File: src/verilog/tcc_pkg.sv
// Purpose: shared constants of the timer counter control block
// Assumes: 32-bit register port, byte addresses
// Notes:   all offsets are word aligned
`default_nettype none
package tcc_pkg;
    // register offsets
    localparam logic [7:0] TCC_OFS_CTRL   = 8'h00;
    localparam logic [7:0] TCC_OFS_RELOAD = 8'h80;
    localparam logic [7:0] TCC_OFS_PSC    = 8'h84;
    localparam logic [7:0] TCC_OFS_CMP0   = 8'h88;
    localparam logic [7:0] TCC_OFS_CNT    = 8'h98;
    localparam logic [7:0] TCC_OFS_STAT   = 8'h9C;
    localparam logic [7:0] TCC_OFS_MASK   = 8'hA0;
    localparam logic [7:0] TCC_OFS_EVGEN  = 8'hA4;
    // control field positions
    localparam int TCC_B_RUN   = 0;
    localparam int TCC_B_UDIS  = 1;
    localparam int TCC_B_USRC  = 2;
    localparam int TCC_B_ONE   = 3;
    localparam int TCC_B_DIR   = 4;
    localparam int TCC_B_ALN   = 5;
    localparam int TCC_B_ARBUF = 7;
    localparam int TCC_CTRL_W  = 8;
    // status and mask layout
    localparam int TCC_S_UPD   = 0;
    localparam int TCC_S_CMP   = 1;
    localparam int TCC_NCH     = 4;
    localparam int TCC_STAT_W  = 5;
    // event generate bit
    localparam int TCC_G_UPD   = 0;
    // widths and reset values
    localparam int TCC_VW      = 16;
    localparam logic [7:0]  TCC_CTRL_RST = 8'h00;
    localparam logic [15:0] TCC_VAL_RST  = 16'h0000;
    localparam logic [4:0]  TCC_STAT_RST = 5'h00;
    // alignment mode codes
    typedef enum logic [1:0] {
        TCC_ALN_EDGE = 2'b00,
        TCC_ALN_DOWN = 2'b01,
        TCC_ALN_UP   = 2'b10,
        TCC_ALN_BOTH = 2'b11
    } tcc_aln_t;
endpackage
`default_nettype wire

File: src/verilog/tcc_core.sv
// Purpose: counter control of a general-purpose timer
// Assumes: register port strobes are one cycle, never together
// Notes:   counter, prescaler and compare values are 16 bits
// Function
// software sets run enable before counting in external, gated, encoder modes.
// trigger mode lets hardware set run enable without software.
// update loads buffered reload, prescaler and compare values into active ones.
// update disable low: overflow, underflow, generate bit, slave request cause update.
// update disable high: no update event from any source.
// source select high: only overflow or underflow give update.
// one-shot clears run enable at the next update event.
// direction 0 up, 1 down; read-only in center or encoder operation.
// alignment 00 edge-aligned; other codes count up and down alternately.
// center codes 01 down, 10 up, 11 both set compare flags.
// software changes alignment only while run enable is zero.
// buffered reload waits for update; unbuffered reload acts at once.
// control bits 31 to 8 read zero, writes ignored.
//
// The address-and-strobe port was decided locally.
`timescale 1ns/1ps
`default_nettype none
module tcc_core
    import tcc_pkg::*;
(
    input  wire logic              ref_clk,     // kernel clock
    input  wire logic              rst,         // async reset
    input  wire logic              ce,          // clock enable
    input  wire logic [7:0]        addr,        // byte address
    input  wire logic [31:0]       wrData,      // write data
    input  wire logic              wrStb,       // write strobe
    input  wire logic              rdStb,       // read strobe
    output logic      [31:0]       rdData,      // read data
    input  wire logic              trigStart,   // trigger-mode start
    input  wire logic              slaveUpdReq, // slave update request
    input  wire logic              encMode,     // encoder operation
    input  wire logic              encDir,      // encoder direction
    output logic                   updateEventPulse, // update pulse
    output logic                   cntDown,     // counting down
    output logic                   cntRunning,  // run enable state
    output logic      [TCC_VW-1:0] cntValue,    // counter value
    output logic      [TCC_VW-1:0] reloadValue, // active reload
    output logic      [TCC_VW-1:0] pscValue,    // active prescaler
    output logic      [TCC_VW-1:0] cmpValue0,   // active compare 0
    output logic      [TCC_VW-1:0] cmpValue1,   // active compare 1
    output logic      [TCC_VW-1:0] cmpValue2,   // active compare 2
    output logic      [TCC_VW-1:0] cmpValue3,   // active compare 3
    output logic                   irq          // interrupt level
);
    // control register fields
    logic                   runEn_r;
    logic                   updDis_r;
    logic                   updSrc_r;
    logic                   oneShot_r;
    logic                   dir_r;
    tcc_aln_t               aln_r;
    logic                   arBuf_r;
    // counter state
    logic [TCC_VW-1:0]      cnt_r;
    logic [TCC_VW-1:0]      pscCnt_r;
    logic [TCC_STAT_W-1:0]  stat_r;
    logic [TCC_STAT_W-1:0]  mask_r;
    logic [TCC_STAT_W-1:0]  statSet;
    logic [TCC_CTRL_W-1:0]  ctrlView;
    logic [TCC_VW-1:0]      arrBuf;
    logic [TCC_VW-1:0]      pscBuf;
    logic [TCC_VW-1:0]      cmpBuf [TCC_NCH];
    logic [TCC_VW-1:0]      cmpAct [TCC_NCH];
    logic                   ctrlWr;
    logic                   ugWr;
    logic                   swReq;
    logic                   tick;
    logic                   wrap;
    logic                   updEvt;
    logic                   center;
    logic                   dirLocked;

    // offset match helper
    function automatic logic hit(input logic [7:0] a,
                                 input logic [7:0] ofs);
        hit = (a == ofs);
    endfunction

    // compare register offset of a channel
    function automatic logic [7:0] cmpOfs(input int ch);
        cmpOfs = TCC_OFS_CMP0 + 8'(ch * 4);
    endfunction

    // decode of writes
    assign ctrlWr = wrStb && hit(addr, TCC_OFS_CTRL);
    assign ugWr   = wrStb && hit(addr, TCC_OFS_EVGEN)
                    && wrData[TCC_G_UPD];
    assign center = (aln_r != TCC_ALN_EDGE);
    assign dirLocked = center || encMode;

    // software or slave requests qualify only when source select is low
    assign swReq = !updSrc_r && (ugWr || slaveUpdReq);
    // update event: wrap or qualified requests, none when disabled
    assign updEvt = !updDis_r && (wrap || swReq);
    assign updateEventPulse = ce && updEvt;

    // prescaler tick when running
    assign tick = runEn_r && (pscCnt_r == pscValue);

    // overflow or underflow on this tick
    always_comb begin
        wrap = 1'b0;
        if (tick) begin
            if (!dir_r) begin
                wrap = (cnt_r == reloadValue);
            end else begin
                wrap = (cnt_r == TCC_VAL_RST);
            end
        end
    end

    // run enable: software write, trigger set, one-shot clear
    always_ff @(posedge ref_clk or posedge rst) begin
        if (rst) begin
            runEn_r <= 1'b0;
        end else if (ce) begin
            if (trigStart) begin
                runEn_r <= 1'b1;
            end else if (updEvt && oneShot_r) begin
                runEn_r <= 1'b0;
            end else if (ctrlWr) begin
                runEn_r <= wrData[TCC_B_RUN];
            end
        end
    end

    // plain control fields
    always_ff @(posedge ref_clk or posedge rst) begin
        if (rst) begin
            updDis_r  <= TCC_CTRL_RST[TCC_B_UDIS];
            updSrc_r  <= TCC_CTRL_RST[TCC_B_USRC];
            oneShot_r <= TCC_CTRL_RST[TCC_B_ONE];
            aln_r     <= TCC_ALN_EDGE;
            arBuf_r   <= TCC_CTRL_RST[TCC_B_ARBUF];
        end else if (ce && ctrlWr) begin
            updDis_r  <= wrData[TCC_B_UDIS];
            updSrc_r  <= wrData[TCC_B_USRC];
            oneShot_r <= wrData[TCC_B_ONE];
            // alignment taken as written; change it only when stopped
            aln_r     <= tcc_aln_t'(wrData[TCC_B_ALN +: 2]);
            arBuf_r   <= wrData[TCC_B_ARBUF];
        end
    end

    // direction: software owned in edge mode outside encoder operation, hardware otherwise
    always_ff @(posedge ref_clk or posedge rst) begin
        if (rst) begin
            dir_r <= TCC_CTRL_RST[TCC_B_DIR];
        end else if (ce) begin
            if (encMode) begin
                dir_r <= encDir;
            end else if (center) begin
                if (tick && !dir_r
                    && cnt_r == reloadValue) begin
                    dir_r <= 1'b1;
                end else if (tick && dir_r
                    && cnt_r == TCC_VAL_RST) begin
                    dir_r <= 1'b0;
                end
            end else if (ctrlWr && !dirLocked) begin
                dir_r <= wrData[TCC_B_DIR];
            end
        end
    end

    // prescaler counter
    always_ff @(posedge ref_clk or posedge rst) begin
        if (rst) begin
            pscCnt_r <= TCC_VAL_RST;
        end else if (ce) begin
            if (updEvt && swReq) begin
                pscCnt_r <= TCC_VAL_RST;
            end else if (tick) begin
                pscCnt_r <= TCC_VAL_RST;
            end else if (runEn_r) begin
                pscCnt_r <= pscCnt_r + 16'h0001;
            end
        end
    end

    // main counter, edge or center aligned
    always_ff @(posedge ref_clk or posedge rst) begin
        if (rst) begin
            cnt_r <= TCC_VAL_RST;
        end else if (ce) begin
            if (updEvt && swReq) begin
                // requested update restarts the count
                cnt_r <= dir_r ? reloadValue : TCC_VAL_RST;
            end else if (tick) begin
                if (center) begin
                    if (!dir_r) begin
                        cnt_r <= wrap ? cnt_r - 16'h0001
                                      : cnt_r + 16'h0001;
                    end else begin
                        cnt_r <= wrap ? cnt_r + 16'h0001
                                      : cnt_r - 16'h0001;
                    end
                end else if (!dir_r) begin
                    cnt_r <= wrap ? TCC_VAL_RST
                                  : cnt_r + 16'h0001;
                end else begin
                    cnt_r <= wrap ? reloadValue
                                  : cnt_r - 16'h0001;
                end
            end
        end
    end

    // reload value, buffered as software chooses
    tcc_preload_reg uReload (
        .ref_clk (ref_clk),
        .rst     (rst),
        .ce      (ce),
        .wrEn    (wrStb && hit(addr, TCC_OFS_RELOAD)),
        .wrData  (wrData[TCC_VW-1:0]),
        .bufEn   (arBuf_r),
        .load    (updEvt),
        .bufVal  (arrBuf),
        .actVal  (reloadValue)
    );

    // prescaler value, always buffered
    tcc_preload_reg uPsc (
        .ref_clk (ref_clk),
        .rst     (rst),
        .ce      (ce),
        .wrEn    (wrStb && hit(addr, TCC_OFS_PSC)),
        .wrData  (wrData[TCC_VW-1:0]),
        .bufEn   (1'b1),
        .load    (updEvt),
        .bufVal  (pscBuf),
        .actVal  (pscValue)
    );

    // channel compare values, always buffered
    for (genvar ch = 0; ch < TCC_NCH; ch++) begin : gCmp
        tcc_preload_reg uCmp (
            .ref_clk (ref_clk),
            .rst     (rst),
            .ce      (ce),
            .wrEn    (wrStb && hit(addr, cmpOfs(ch))),
            .wrData  (wrData[TCC_VW-1:0]),
            .bufEn   (1'b1),
            .load    (updEvt),
            .bufVal  (cmpBuf[ch]),
            .actVal  (cmpAct[ch])
        );
    end

    assign cmpValue0 = cmpAct[0];
    assign cmpValue1 = cmpAct[1];
    assign cmpValue2 = cmpAct[2];
    assign cmpValue3 = cmpAct[3];

    // event sources of the sticky status bits
    always_comb begin
        statSet = '0;
        statSet[TCC_S_UPD] = updEvt;
        for (int ch = 0; ch < TCC_NCH; ch++) begin
            if (tick && cnt_r == cmpAct[ch]) begin
                case (aln_r)
                    TCC_ALN_EDGE: statSet[TCC_S_CMP + ch] = 1'b1;
                    TCC_ALN_DOWN: statSet[TCC_S_CMP + ch] = dir_r;
                    TCC_ALN_UP:   statSet[TCC_S_CMP + ch] = !dir_r;
                    TCC_ALN_BOTH: statSet[TCC_S_CMP + ch] = 1'b1;
                    default:      statSet[TCC_S_CMP + ch] = 1'b0;
                endcase
            end
        end
    end

    // status: write one to clear, a new event wins
    always_ff @(posedge ref_clk or posedge rst) begin
        if (rst) begin
            stat_r <= TCC_STAT_RST;
        end else if (ce) begin
            if (wrStb && hit(addr, TCC_OFS_STAT)) begin
                stat_r <= (stat_r & ~wrData[TCC_STAT_W-1:0])
                          | statSet;
            end else begin
                stat_r <= stat_r | statSet;
            end
        end
    end

    // interrupt mask
    always_ff @(posedge ref_clk or posedge rst) begin
        if (rst) begin
            mask_r <= TCC_STAT_RST;
        end else if (ce && wrStb && hit(addr, TCC_OFS_MASK)) begin
            mask_r <= wrData[TCC_STAT_W-1:0];
        end
    end

    assign irq = |(stat_r & mask_r);

    // visible control word
    always_comb begin
        ctrlView = TCC_CTRL_RST;
        ctrlView[TCC_B_RUN]      = runEn_r;
        ctrlView[TCC_B_UDIS]     = updDis_r;
        ctrlView[TCC_B_USRC]     = updSrc_r;
        ctrlView[TCC_B_ONE]      = oneShot_r;
        ctrlView[TCC_B_DIR]      = dir_r;
        ctrlView[TCC_B_ALN +: 2] = aln_r;
        ctrlView[TCC_B_ARBUF]    = arBuf_r;
    end

    // read data valid only in the cycle after the strobe
    always_ff @(posedge ref_clk or posedge rst) begin
        if (rst) begin
            rdData <= '0;
        end else if (ce) begin
            rdData <= '0;
            if (rdStb) begin
                if (hit(addr, TCC_OFS_CTRL)) begin
                    rdData <= {24'h000000, ctrlView};
                end else if (hit(addr, TCC_OFS_RELOAD)) begin
                    rdData <= {16'h0000, arrBuf};
                end else if (hit(addr, TCC_OFS_PSC)) begin
                    rdData <= {16'h0000, pscBuf};
                end else if (hit(addr, TCC_OFS_CNT)) begin
                    rdData <= {16'h0000, cnt_r};
                end else if (hit(addr, TCC_OFS_STAT)) begin
                    rdData <= {27'h0000000, stat_r};
                end else if (hit(addr, TCC_OFS_MASK)) begin
                    rdData <= {27'h0000000, mask_r};
                end else begin
                    for (int ch = 0; ch < TCC_NCH; ch++) begin
                        if (hit(addr, cmpOfs(ch))) begin
                            rdData <= {16'h0000, cmpBuf[ch]};
                        end
                    end
                end
            end
        end
    end

    assign cntDown    = dir_r;
    assign cntRunning = runEn_r;
    assign cntValue   = cnt_r;
endmodule // tcc_core
`default_nettype wire

File: src/verilog/tcc_preload_reg.sv
// Purpose: buffered value with an active copy loaded on update
// Assumes: one clock, asynchronous active-high reset
// Notes:   unbuffered writes go straight to the active copy
`timescale 1ns/1ps
`default_nettype none
module tcc_preload_reg
    import tcc_pkg::*;
(
    input  wire logic              ref_clk,  // kernel clock
    input  wire logic              rst,      // async reset
    input  wire logic              ce,       // clock enable
    input  wire logic              wrEn,     // software write
    input  wire logic [TCC_VW-1:0] wrData,   // written value
    input  wire logic              bufEn,    // buffering on
    input  wire logic              load,     // update event
    output logic      [TCC_VW-1:0] bufVal,   // buffered copy
    output logic      [TCC_VW-1:0] actVal    // active copy
);
    // buffered copy follows every write
    always_ff @(posedge ref_clk or posedge rst) begin
        if (rst) begin
            bufVal <= TCC_VAL_RST;
        end else if (ce && wrEn) begin
            bufVal <= wrData;
        end
    end

    // active copy: immediate or at update
    always_ff @(posedge ref_clk or posedge rst) begin
        if (rst) begin
            actVal <= TCC_VAL_RST;
        end else if (ce) begin
            if (wrEn && !bufEn) begin
                actVal <= wrData;
            end else if (load) begin
                actVal <= bufVal;
            end
        end
    end
endmodule // tcc_preload_reg
`default_nettype wire

File: config.mk
export PLATFORM = sky130hd
export DESIGN_NAME = tcc_core
export DESIGN_NICKNAME = d
export VERILOG_FILES = /design/src/verilog/tcc_pkg.sv /design/src/verilog/tcc_core.sv /design/src/verilog/tcc_preload_reg.sv
export SDC_FILE = /design/constraint.sdc
export NUM_CORES = 1
export LEC_CHECK = 0
export BUFFER_PORTS_ARGS = -buffer_cell sky130_fd_sc_hd__buf_4
export CORE_AREA = 2 2 199 201
export CTS_BUF_LIST = sky130_fd_sc_hd__clkbuf_2
export DETAILED_ROUTE_END_ITERATION = 6
export DIE_AREA = 0 0 201 203
export MAX_ROUTING_LAYER = met4
export PLACE_DENSITY = 0.59
export RECOVER_POWER = 100
export REMOVE_ABC_BUFFERS = 1
export SETUP_SLACK_MARGIN = 0.2
export SYNTH_ARGS = -nofsm -noshare
export SYNTH_HDL_FRONTEND = slang
export SYNTH_SLANG_ARGS = --single-unit
File: constraint.sdc
create_clock -name ref_clk -period 22.1 [get_ports ref_clk]
set_clock_uncertainty 0.2 [all_clocks]
set_input_delay 1.105 -clock ref_clk [delete_from_list [all_inputs] [get_ports ref_clk]]
set_output_delay 1.105 -clock ref_clk [all_outputs]
set_load 0.02 [all_outputs]
; ---- Word-level counts from Yosys, hierarchy flattened
; Index checks and enable logic that the tools add are counted.
; W data, S select, Z words.
[op_classes]
bitwise = 5
eq_ne = 20
n_addsub = 3
n_reduce_logical = 60
n_mux = 42
[ops]
columns = cell, count
row1 = $mux W32, 10
row2 = $mux W16, 16
row3 = $eq A16 B16 Y1, 6
row4 = $eq A8 B8 Y1 const B, 10
row5 = $logic_and A1 B1 Y1, 35
row6 = $add A16 B1 Y16 const B, 2
row7 = $logic_not A16 Y1, 1
row8 = $sub A16 B1 Y16 const B, 1
row9 = $mux W1, 14
row10 = $and A5 B5 Y5, 2
row11 = $or A5 B5 Y5, 2
row12 = $reduce_and A2 Y1, 5
row13 = $reduce_bool A3 Y1, 3
row14 = $logic_not A8 Y1, 1
row15 = $reduce_bool A2 Y1, 3
row16 = $logic_not A1 Y1, 5
row17 = $mux W5, 1
row18 = $not A5 Y5, 1
row19 = $reduce_or A5 Y1, 1
row20 = $eq A2 B2 Y1 const B, 2
row21 = $ne A4 B2 Y1 const B, 1
row22 = $logic_or A1 B1 Y1, 3
row23 = $pmux W1 S3, 1
row24 = $reduce_and A3 Y1, 1
row25 = other kinds (3), 3
[totals]
register_bits = 274
in_bits = 49
out_inout_bits = 148

; ---- Depth between registers and ports, before layout
; Gate-level depths: netlist of the first run.
[logic_depth]
word_depth = 12
ltp_mapped = 12

; ---- Cells and area by module
; Synthesis of the first run repeated with hierarchy kept, for this count alone.
[hier_totals]
hier_cells = 1331
area_unflattened_um2 = 15107.0
[modules_own_cells]
columns = mod, cells_each, n_inst, area_each_um2
row1 = tcc_preload_reg, 88, 6, 1451.4
row2 = tcc_core, 803, 1, 6398.6

; ---- Worst setup path after synthesis of the first run
; No wires, ideal clock.
[synth_timing]
kind = in2out
startpoint = input addr[5]
endpoint = output updateEventPulse
path_slack_ps = 18299
path_stages = 8
required_time_ps = 20795
t_arrival_ps = 2496
path_buffers = 2
path_cell_list = and4b_1 a31oi_1 nor2_1 a21o_1 nand3_1 buf_2 buf_4 inv_1
[synth_between]
elab_chain_cells = 8
[synth_lines]
columns = item, line
row1 = start: declaration, tcc_core.sv:28  ; input wire logic [7:0] addr,
row2 = $eq A8 B8 Y1, tcc_core.sv:80  ; hit = (a == ofs);
row3 = $logic_and A1 B1 Y1, tcc_core.sv:90  ; assign ugWr = wrStb && hit(addr, TCC_OFS_EVGEN)
row4 = $logic_and A1 B1 Y1, tcc_core.sv:91  ; && wrData[TCC_G_UPD];
row5 = $logic_or A1 B1 Y1, tcc_core.sv:96  ; assign swReq = !updSrc_r && (ugWr || slaveUpdReq);
row6 = $logic_and A1 B1 Y1, tcc_core.sv:96
row7 = $logic_or A1 B1 Y1, tcc_core.sv:98  ; assign updEvt = !updDis_r && (wrap || swReq);
row8 = $logic_and A1 B1 Y1, tcc_core.sv:98
row9 = $logic_and A1 B1 Y1, tcc_core.sv:99  ; assign updateEventPulse = ce && updEvt;
row10 = end: declaration, tcc_core.sv:37  ; output logic updateEventPulse,
; Every way passes these cells.

==> results of run 1 <==
power groups by stage:
stage	Combinational, mW	Sequential [mW]	Clock [mW]
2_1_floorplan	0.179	0.607	0
3_3_place_gp	0.353	0.598	0
3_5_place_dp	0.358	0.599	0
4_1_cts	0.359	0.590	0.351
5_1_grt	0.364	0.598	0.377
6_report	0.335	0.594	0.341
logic make-up (layout without fill, tap and decap cells):
| family | Yosys count | in the layout |
|---|---|---|
| and+or+nand+nor | 291 | 291 |
| DFF | 258 | 258 |
| AOI/OAI and AO/OA | 253 | 253 |
| muxes | 165 | 165 |
| xor gates and xnor gates | 129 | 129 |
| buffers and inverters | 120 | 322 |
| adders and majority gates | 7 | 7 |
| other | 1 | 19 |
placed cells by master, fill, tap and decap left out, types with 13 or more instances in the layout:
master     netlist  layout
a21o_1          13      13
a21oi_1         33      33
a222oi_1        23      23
a22oi_1         17      17
a2bb2oi_1       16      16
a31oi_1         18      18
and3_1          14      14
buf_4           18      38
clkbuf_1        53     148
clkbuf_2         0     104
conb_1           1      16
dfrtp_1        258     258
inv_1           21      20
mux2_2         161     161
nand2_1         79      79
nand3_1         34      34
nand4_1         22      23
nor2_1          50      49
nor3_1          24      26
nor4_1          25      25
o21ai_0         64      67
o22ai_1         21      21
xnor2_1         22      22
xor2_1         107     107
metrics by stage:
| stage | hold slack, ns | instance area [sq um] | std cells | setup WS (ns) |
|---|---|---|---|---|
| 2_1_floorplan | 0.2498 | 12940 | 1140 | 13.70 |
| 3_3_place_gp | 0.2673 | 15020 | 1845 | 17.64 |
| 3_5_place_dp | 0.2673 | 15020 | 1845 | 17.63 |
| 4_1_cts | 0.1456 | 15610 | 1959 | 16.72 |
| 5_1_grt | 0.1867 | 14980 | 1962 | 10.25 |
| 6_report | 0.2553 | 14980 | 1962 | 12.30 |
flip-flops by register name, indices dropped and copies added (netlist names), 16 cells and up:
name and cells:
uPsc.actVal 16, rdData 16, uReload.actVal 16, gCmp.uCmp.bufVal 64, pscCnt_r 16, gCmp.uCmp.actVal 64
uReload.bufVal 16, uPsc.bufVal 16, cntValue 16
routing by layer:
| metal | GRT usage (%) | up-vias |
|---|---|---|
| li1 | - | 4851 |
| met1 | 31.80 | 5575 |
| met2 | 35.47 | 494 |
| met3 | 4.494 | 96 |
| met4 | 7.884 | 0 |
| met5 | - | - |
final cells by class:
class / count / area share (%)
Antenna cell: 3 / 0.05010
Clock buffer: 104 / 3.474
Clock inverter: 10 / 0.4843
Inverter: 21 / 0.5344
Multi-Input combinational cell: 861 / 42.38
Sequential cell: 258 / 43.09
Tap cell: 518 / 4.325
Timing Repair Buffer: 187 / 5.661
how the worst min path moves through the flow:
stage | startpoint | end | slack (ns) | cells past startpoint
finish | wrData[14] | gCmp[1].uCmp.bufVal[14] | 0.26 | 2
global route | wrData[13] | uReload.bufVal[13] | 0.19 | 2
CTS | rst | gCmp[1].uCmp.actVal[7] | 0.15 | 2
detailed placement | rdData[15] | rdData[15] | 0.27 | 1
global placement | uPsc.bufVal[2] | uPsc.bufVal[2] | 0.27 | 2
floorplan | uPsc.bufVal[2] | uPsc.bufVal[2] | 0.25 | 2
==> impl_metrics.toml, run 1 <==
[global_route]
gr-usage-all-layers_pct = 23.52
grt_max_degree = 130
grt_pass1_vias = 10660
antenna_found_initial = 2
grt_pass1_wl_mm = 69.75
grt-ovfl-total = 0

[logic_synthesis]
synth_top_family_by_area = "multiplexers"
ys.flop_type = "dfrtp_1"
yosys.area.top_type_share_pct = 48.27
synthXorXnorAreaFrac_pct = 8.448
avgSynthCellArea_sq_um = 10.93
synth_edf_count = 0
synthSimpleGateAreaFrac_pct = 11.44
ys_types = 71
synth_compound_area_share_pct = 13.03
synth-seq-cells = 258
netlist_area_sq_mm = 0.01337
synthCells = 1224
yosys-top-cells-area = "dfrtp_1 48%, mux2_2 14%, xor2_1 7.0%"
synth-adder-area-share_pct = 0.6549
yosys.area.top_type = "dfrtp_1"
async_flop_share_pct = 100.0
ys_seq_area_share_pct = 48.27
yosys_warnings = 0
yosysMostFrequentCell = "dfrtp_1"
synthMuxAreaShare_pct = 13.86
synthTopCellsByCount = "258 x dfrtp_1, 161 x mux2_2, 107 x xor2_1"

[power_and_ir_drop]
powerDensity_mw_per_mm2 = 84.71
p_seq_share_pct = 46.8
leakage_nw = 7.177
switchingPower_uw = 514.2
power_frac_clock_pct = 26.9
power_mw = 1.269
ir_drop_mv = 0.03424
p_int_uw = 755.1
switching_share_pct = 40.51
p_comb_share_pct = 26.4

[timing]
hold_violations = 0
fmax_mhz = 102.0
rsz0062_at_grt = "no"
max_slew_margin_pct = -278.3
maxSlewViolCount = 442
tightest_slew_ns = 5.643
min_period_ns = 9.805
finalSetupViolCount = 0
tns_ns = 0
finalCritPeriodShare_pct = 44.37

[layout]
syn_to_final_growth_pct = 12.04
n_fill_cell = 3966
final_util_pct = 38.95
fin_nets = 1457
drive_gt1_share_pct = 21.79
seqCellArea_sq_mm = 0.006456
multi_input_comb_area_sq_mm = 0.006351

[floorplanning]
initial_core_util_pct = 34.77
core_area_sq_mm = 0.03847
die-area_sq_mm = 0.04080
die_x_um = 201
io_pins = 197
std_cell_rows = 72
fp.dieH_um = 203

[clock_network]
worstSkewPairLatency_ns = 0.92
cts_setup_buffers = 0
clk_pin_slew_ns = 0.11
ctsResizeCount = 0
cts_tree = "built"
cts_inserted_buffers = 72
clockBufferDepth = 3
htreeDepth = 3
cts_sinks = 258
cts_hold_buf = 0
root_buffer = "clkbuf_2"

[setup_path]
arrival_ns = 9.74
cp_slowest_cell = "clkinvlp_2"
rrSetupSlack_ns = 15.03
cpLargestDelayFamily = "buffers and inverters"
crit_buf_inv = 4
rr_worst_depth = 7
cp_common_cell = "clkbuf_1"
worst-path-stages = 4
path_class = "in -> async"
crit_path_end_kind = "async pin"
setup.worst_path.start = "rst"
cp_max_fo = 129
crit-reg2reg-launch = "cntDown"
startpoint_type = "input port"
crit_end = "cntValue[14]"
rr_endpoint = "gCmp[1].uCmp.actVal[5]"
critPathMaxStageDelay_ns = 3.07
crit_required_ns = 22.03
cp_cell_sequence = "clkbuf_4, clkinvlp_2, clkbuf_1, clkbuf_1"

[routing]
routed.top_layer = "met4"
vias_per_cell = 5.615
routed-via-count = 11016
drtAntennaViolNets = 0
wl_met2_mm = 21.68
wl_mm = 47.16
drt_iter0_drc = 873
met3_wirelength_mm = 3.554
drc = 3
avgRoutedWirePerCell_um = 24.03
met1_length_mm = 20.59
drt_pass1_iterations = 7

[outcome]
status = "complete, but fails checks"
violations = "design-rule violations, max-capacitance violations, max-slew violations"

[job]
cap_violations = 8

[placed_design]
place.gp.congestion = 0.9361
port_buffers = 164
dp_hpwl_mm = 32.74

[min_path]
hp-class = "in -> reg"
No activity file was read; power rests on OpenSTA's default activity.
==> run 2, diff against run 1 <==
==> constraint.sdc (replaced) <==
create_clock -name ref_clk -period 9.7 [get_ports ref_clk]
set_clock_uncertainty 0.2 [all_clocks]
set_input_delay 0.485 -clock ref_clk [delete_from_list [all_inputs] [get_ports ref_clk]]
set_output_delay 0.485 -clock ref_clk [all_outputs]
set_load 0.02 [all_outputs]
==> run 2 against run 1 <==
The flow finishes with violations (max-capacitance violations, max-slew violations). Critical path depth grew 5. Die area unchanged. Combinational power rose by 120%. Hold slack got worse by 0.14 ns. Setup slack worse by 9.6 ns. Sequential share of layout area shrank 0.80 points. Via count rose by 1.6%. Utilization is 0.74 points higher. Total power is 130% higher. Critical endpoint is now updateEventPulse.
==> impl_metrics.toml, run 2 (same netlist as run 1, synthesis figures left out) <==
[clock_network]
cts_inserted_buffers = 72
clockBufferDepth = 3
ctsResizeCount = 0
htreeDepth = 3
clk_pin_slew_ns = 0.10
cts_setup_buffers = 0
root_buffer = "clkbuf_2"
cts_sinks = 258
cts_tree = "built"
worstSkewPairLatency_ns = 0.91
cts_hold_buf = 29

[timing]
hold_violations = 0
finalCritPeriodShare_pct = 72.68
fmax_mhz = 141.8
finalSetupViolCount = 0
tightest_slew_ns = 5.490
min_period_ns = 7.050
maxSlewViolCount = 331
tns_ns = 0
max_slew_margin_pct = -268.0
rsz0062_at_grt = "no"

[placed_design]
dp_hpwl_mm = 32.64
port_buffers = 164
place.gp.congestion = 0.9076

[routing]
drtAntennaViolNets = 0
avgRoutedWirePerCell_um = 23.81
routed-via-count = 11196
drt_pass1_iterations = 7
drc = 0
wl_mm = 47.25
vias_per_cell = 5.640
drt_iter0_drc = 958

[global_route]
grt_pass1_wl_mm = 71.01
grt_max_degree = 122
grt_pass1_vias = 11040
antenna_found_initial = 1
grt-ovfl-total = 0
gr-usage-all-layers_pct = 23.75

[layout]
fin_nets = 1482
drive_gt1_share_pct = 21.49
most-common-layout-cells = "258 x dfrtp_1, 161 x mux2_2, 143 x clkbuf_1"
final_common_cell = "dfrtp_1"
reg_top3 = "gCmp.uCmp.actVal x64, gCmp.uCmp.bufVal x64"
syn_to_final_growth_pct = 14.15

[min_path]
min-delay-start = "addr[3]"
hp-class = "in -> reg"

[setup_path]
cpLargestDelayFamily = "buffers and inverters"
cp_common_cell = "clkbuf_1"
startpoint_type = "flip-flop"
cp_slowest_cell = "clkbuf_1"
setup.worst_path.start = "cntDown"
critPathMaxStageDelay_ns = 1.49
crit_path_end_kind = "output port"
path_class = "reg -> out"
crit_required_ns = 9.02
crit-reg2reg-launch = "cntDown"
cp_cell_sequence = "clkbuf_1, and4b_1, nand3b_1, o21ai_0, a21o_1, nand3_1, buf_4, inv_1, clkbuf_1"
crit_buf_inv = 4
cp_max_fo = 49
arrival_ns = 6.37

[floorplanning]
die_x_um = 201
die-area_sq_mm = 0.04080
std_cell_rows = 72
core_area_sq_mm = 0.03847
io_pins = 197
fp.dieH_um = 203
initial_core_util_pct = 34.77

[power_and_ir_drop]
ir_drop_mv = 0.08058
power_mw = 2.882
leakage_nw = 7.299
powerDensity_mw_per_mm2 = 188.8

[job]
cap_violations = 6

[outcome]
violations = "max-capacitance violations, max-slew violations"
status = "complete, but fails checks"
==> run 2: metal layers <==
metal	vias up	share of wire (%)	wire (um)	GRT usage (%)
li1	4902	-	-	-
met1	5741	44	20910	32.58
met2	478	47	22050	36.15
met3	75	6.5	3070	3.451
met4	0	2.6	1227	7.884
met5	-	0	0	-
==> run 2: cell type report <==
cell class,count,area [sq um]
fillers,3960,23200
flip-flops and latches,258,6456
multi-input cells,861,6362
repair buffers,212,1125
well taps,518,648.1
clock buffers,102,510.5
clock inverters,12,82.58
inverters,21,80.08
diodes,1,2.502
==> run 2: worst paths after layout <==
check	slack [ns]	cells past startpoint	end
max	2.65	9	updateEventPulse
min in group asynchronous	1.69	3	uReload.bufVal[9]
min	0.11	5	stat_r[4]
min reg2reg	0.29	1	rdData[8]
max in group asynchronous	3.41	5	cntValue[1]
max reg2reg	3.34	10	cntRunning
==> run 2: power by group <==
part           internal [mW]  leakage, nW  switching (mW)
Combinational          0.272         3.31           0.455
Clock                  0.305        0.466           0.466
Sequential              1.14         3.52           0.241
Total                   1.72         7.30            1.16
==> run 2: worst reg2reg max path, stage by stage (launching register included) <==
cell and delay (ns):
dfrtp_1 0.33, clkbuf_1 1.49, and4b_1 0.41, nand3b_1 0.11, o21ai_0 0.35, a21o_1 0.25, nand3_1 1.31, buf_4 0.90
nor3b_1 0.32, nor3_1 0.06, dlygate4sd3_1 0.55
==> run 2: metrics by stage <==
stage / cell area [sq um] / instances / utilization, % / setup slack [ns] / hold WS, ns
6_report: 15270 / 1985 / 39.69 / 2.650 / 0.1116
3_5_place_dp: 14990 / 1841 / 38.97 / 5.461 / 0.2730
5_1_grt: 15270 / 1985 / 39.69 / 2.214 / 0.08333
4_1_cts: 15870 / 1984 / 41.27 / 4.571 / 0.06601
3_3_place_gp: 14990 / 1841 / 38.97 / 5.469 / 0.2661
2_1_floorplan: 12940 / 1140 / - / 1.917 / 0.2498
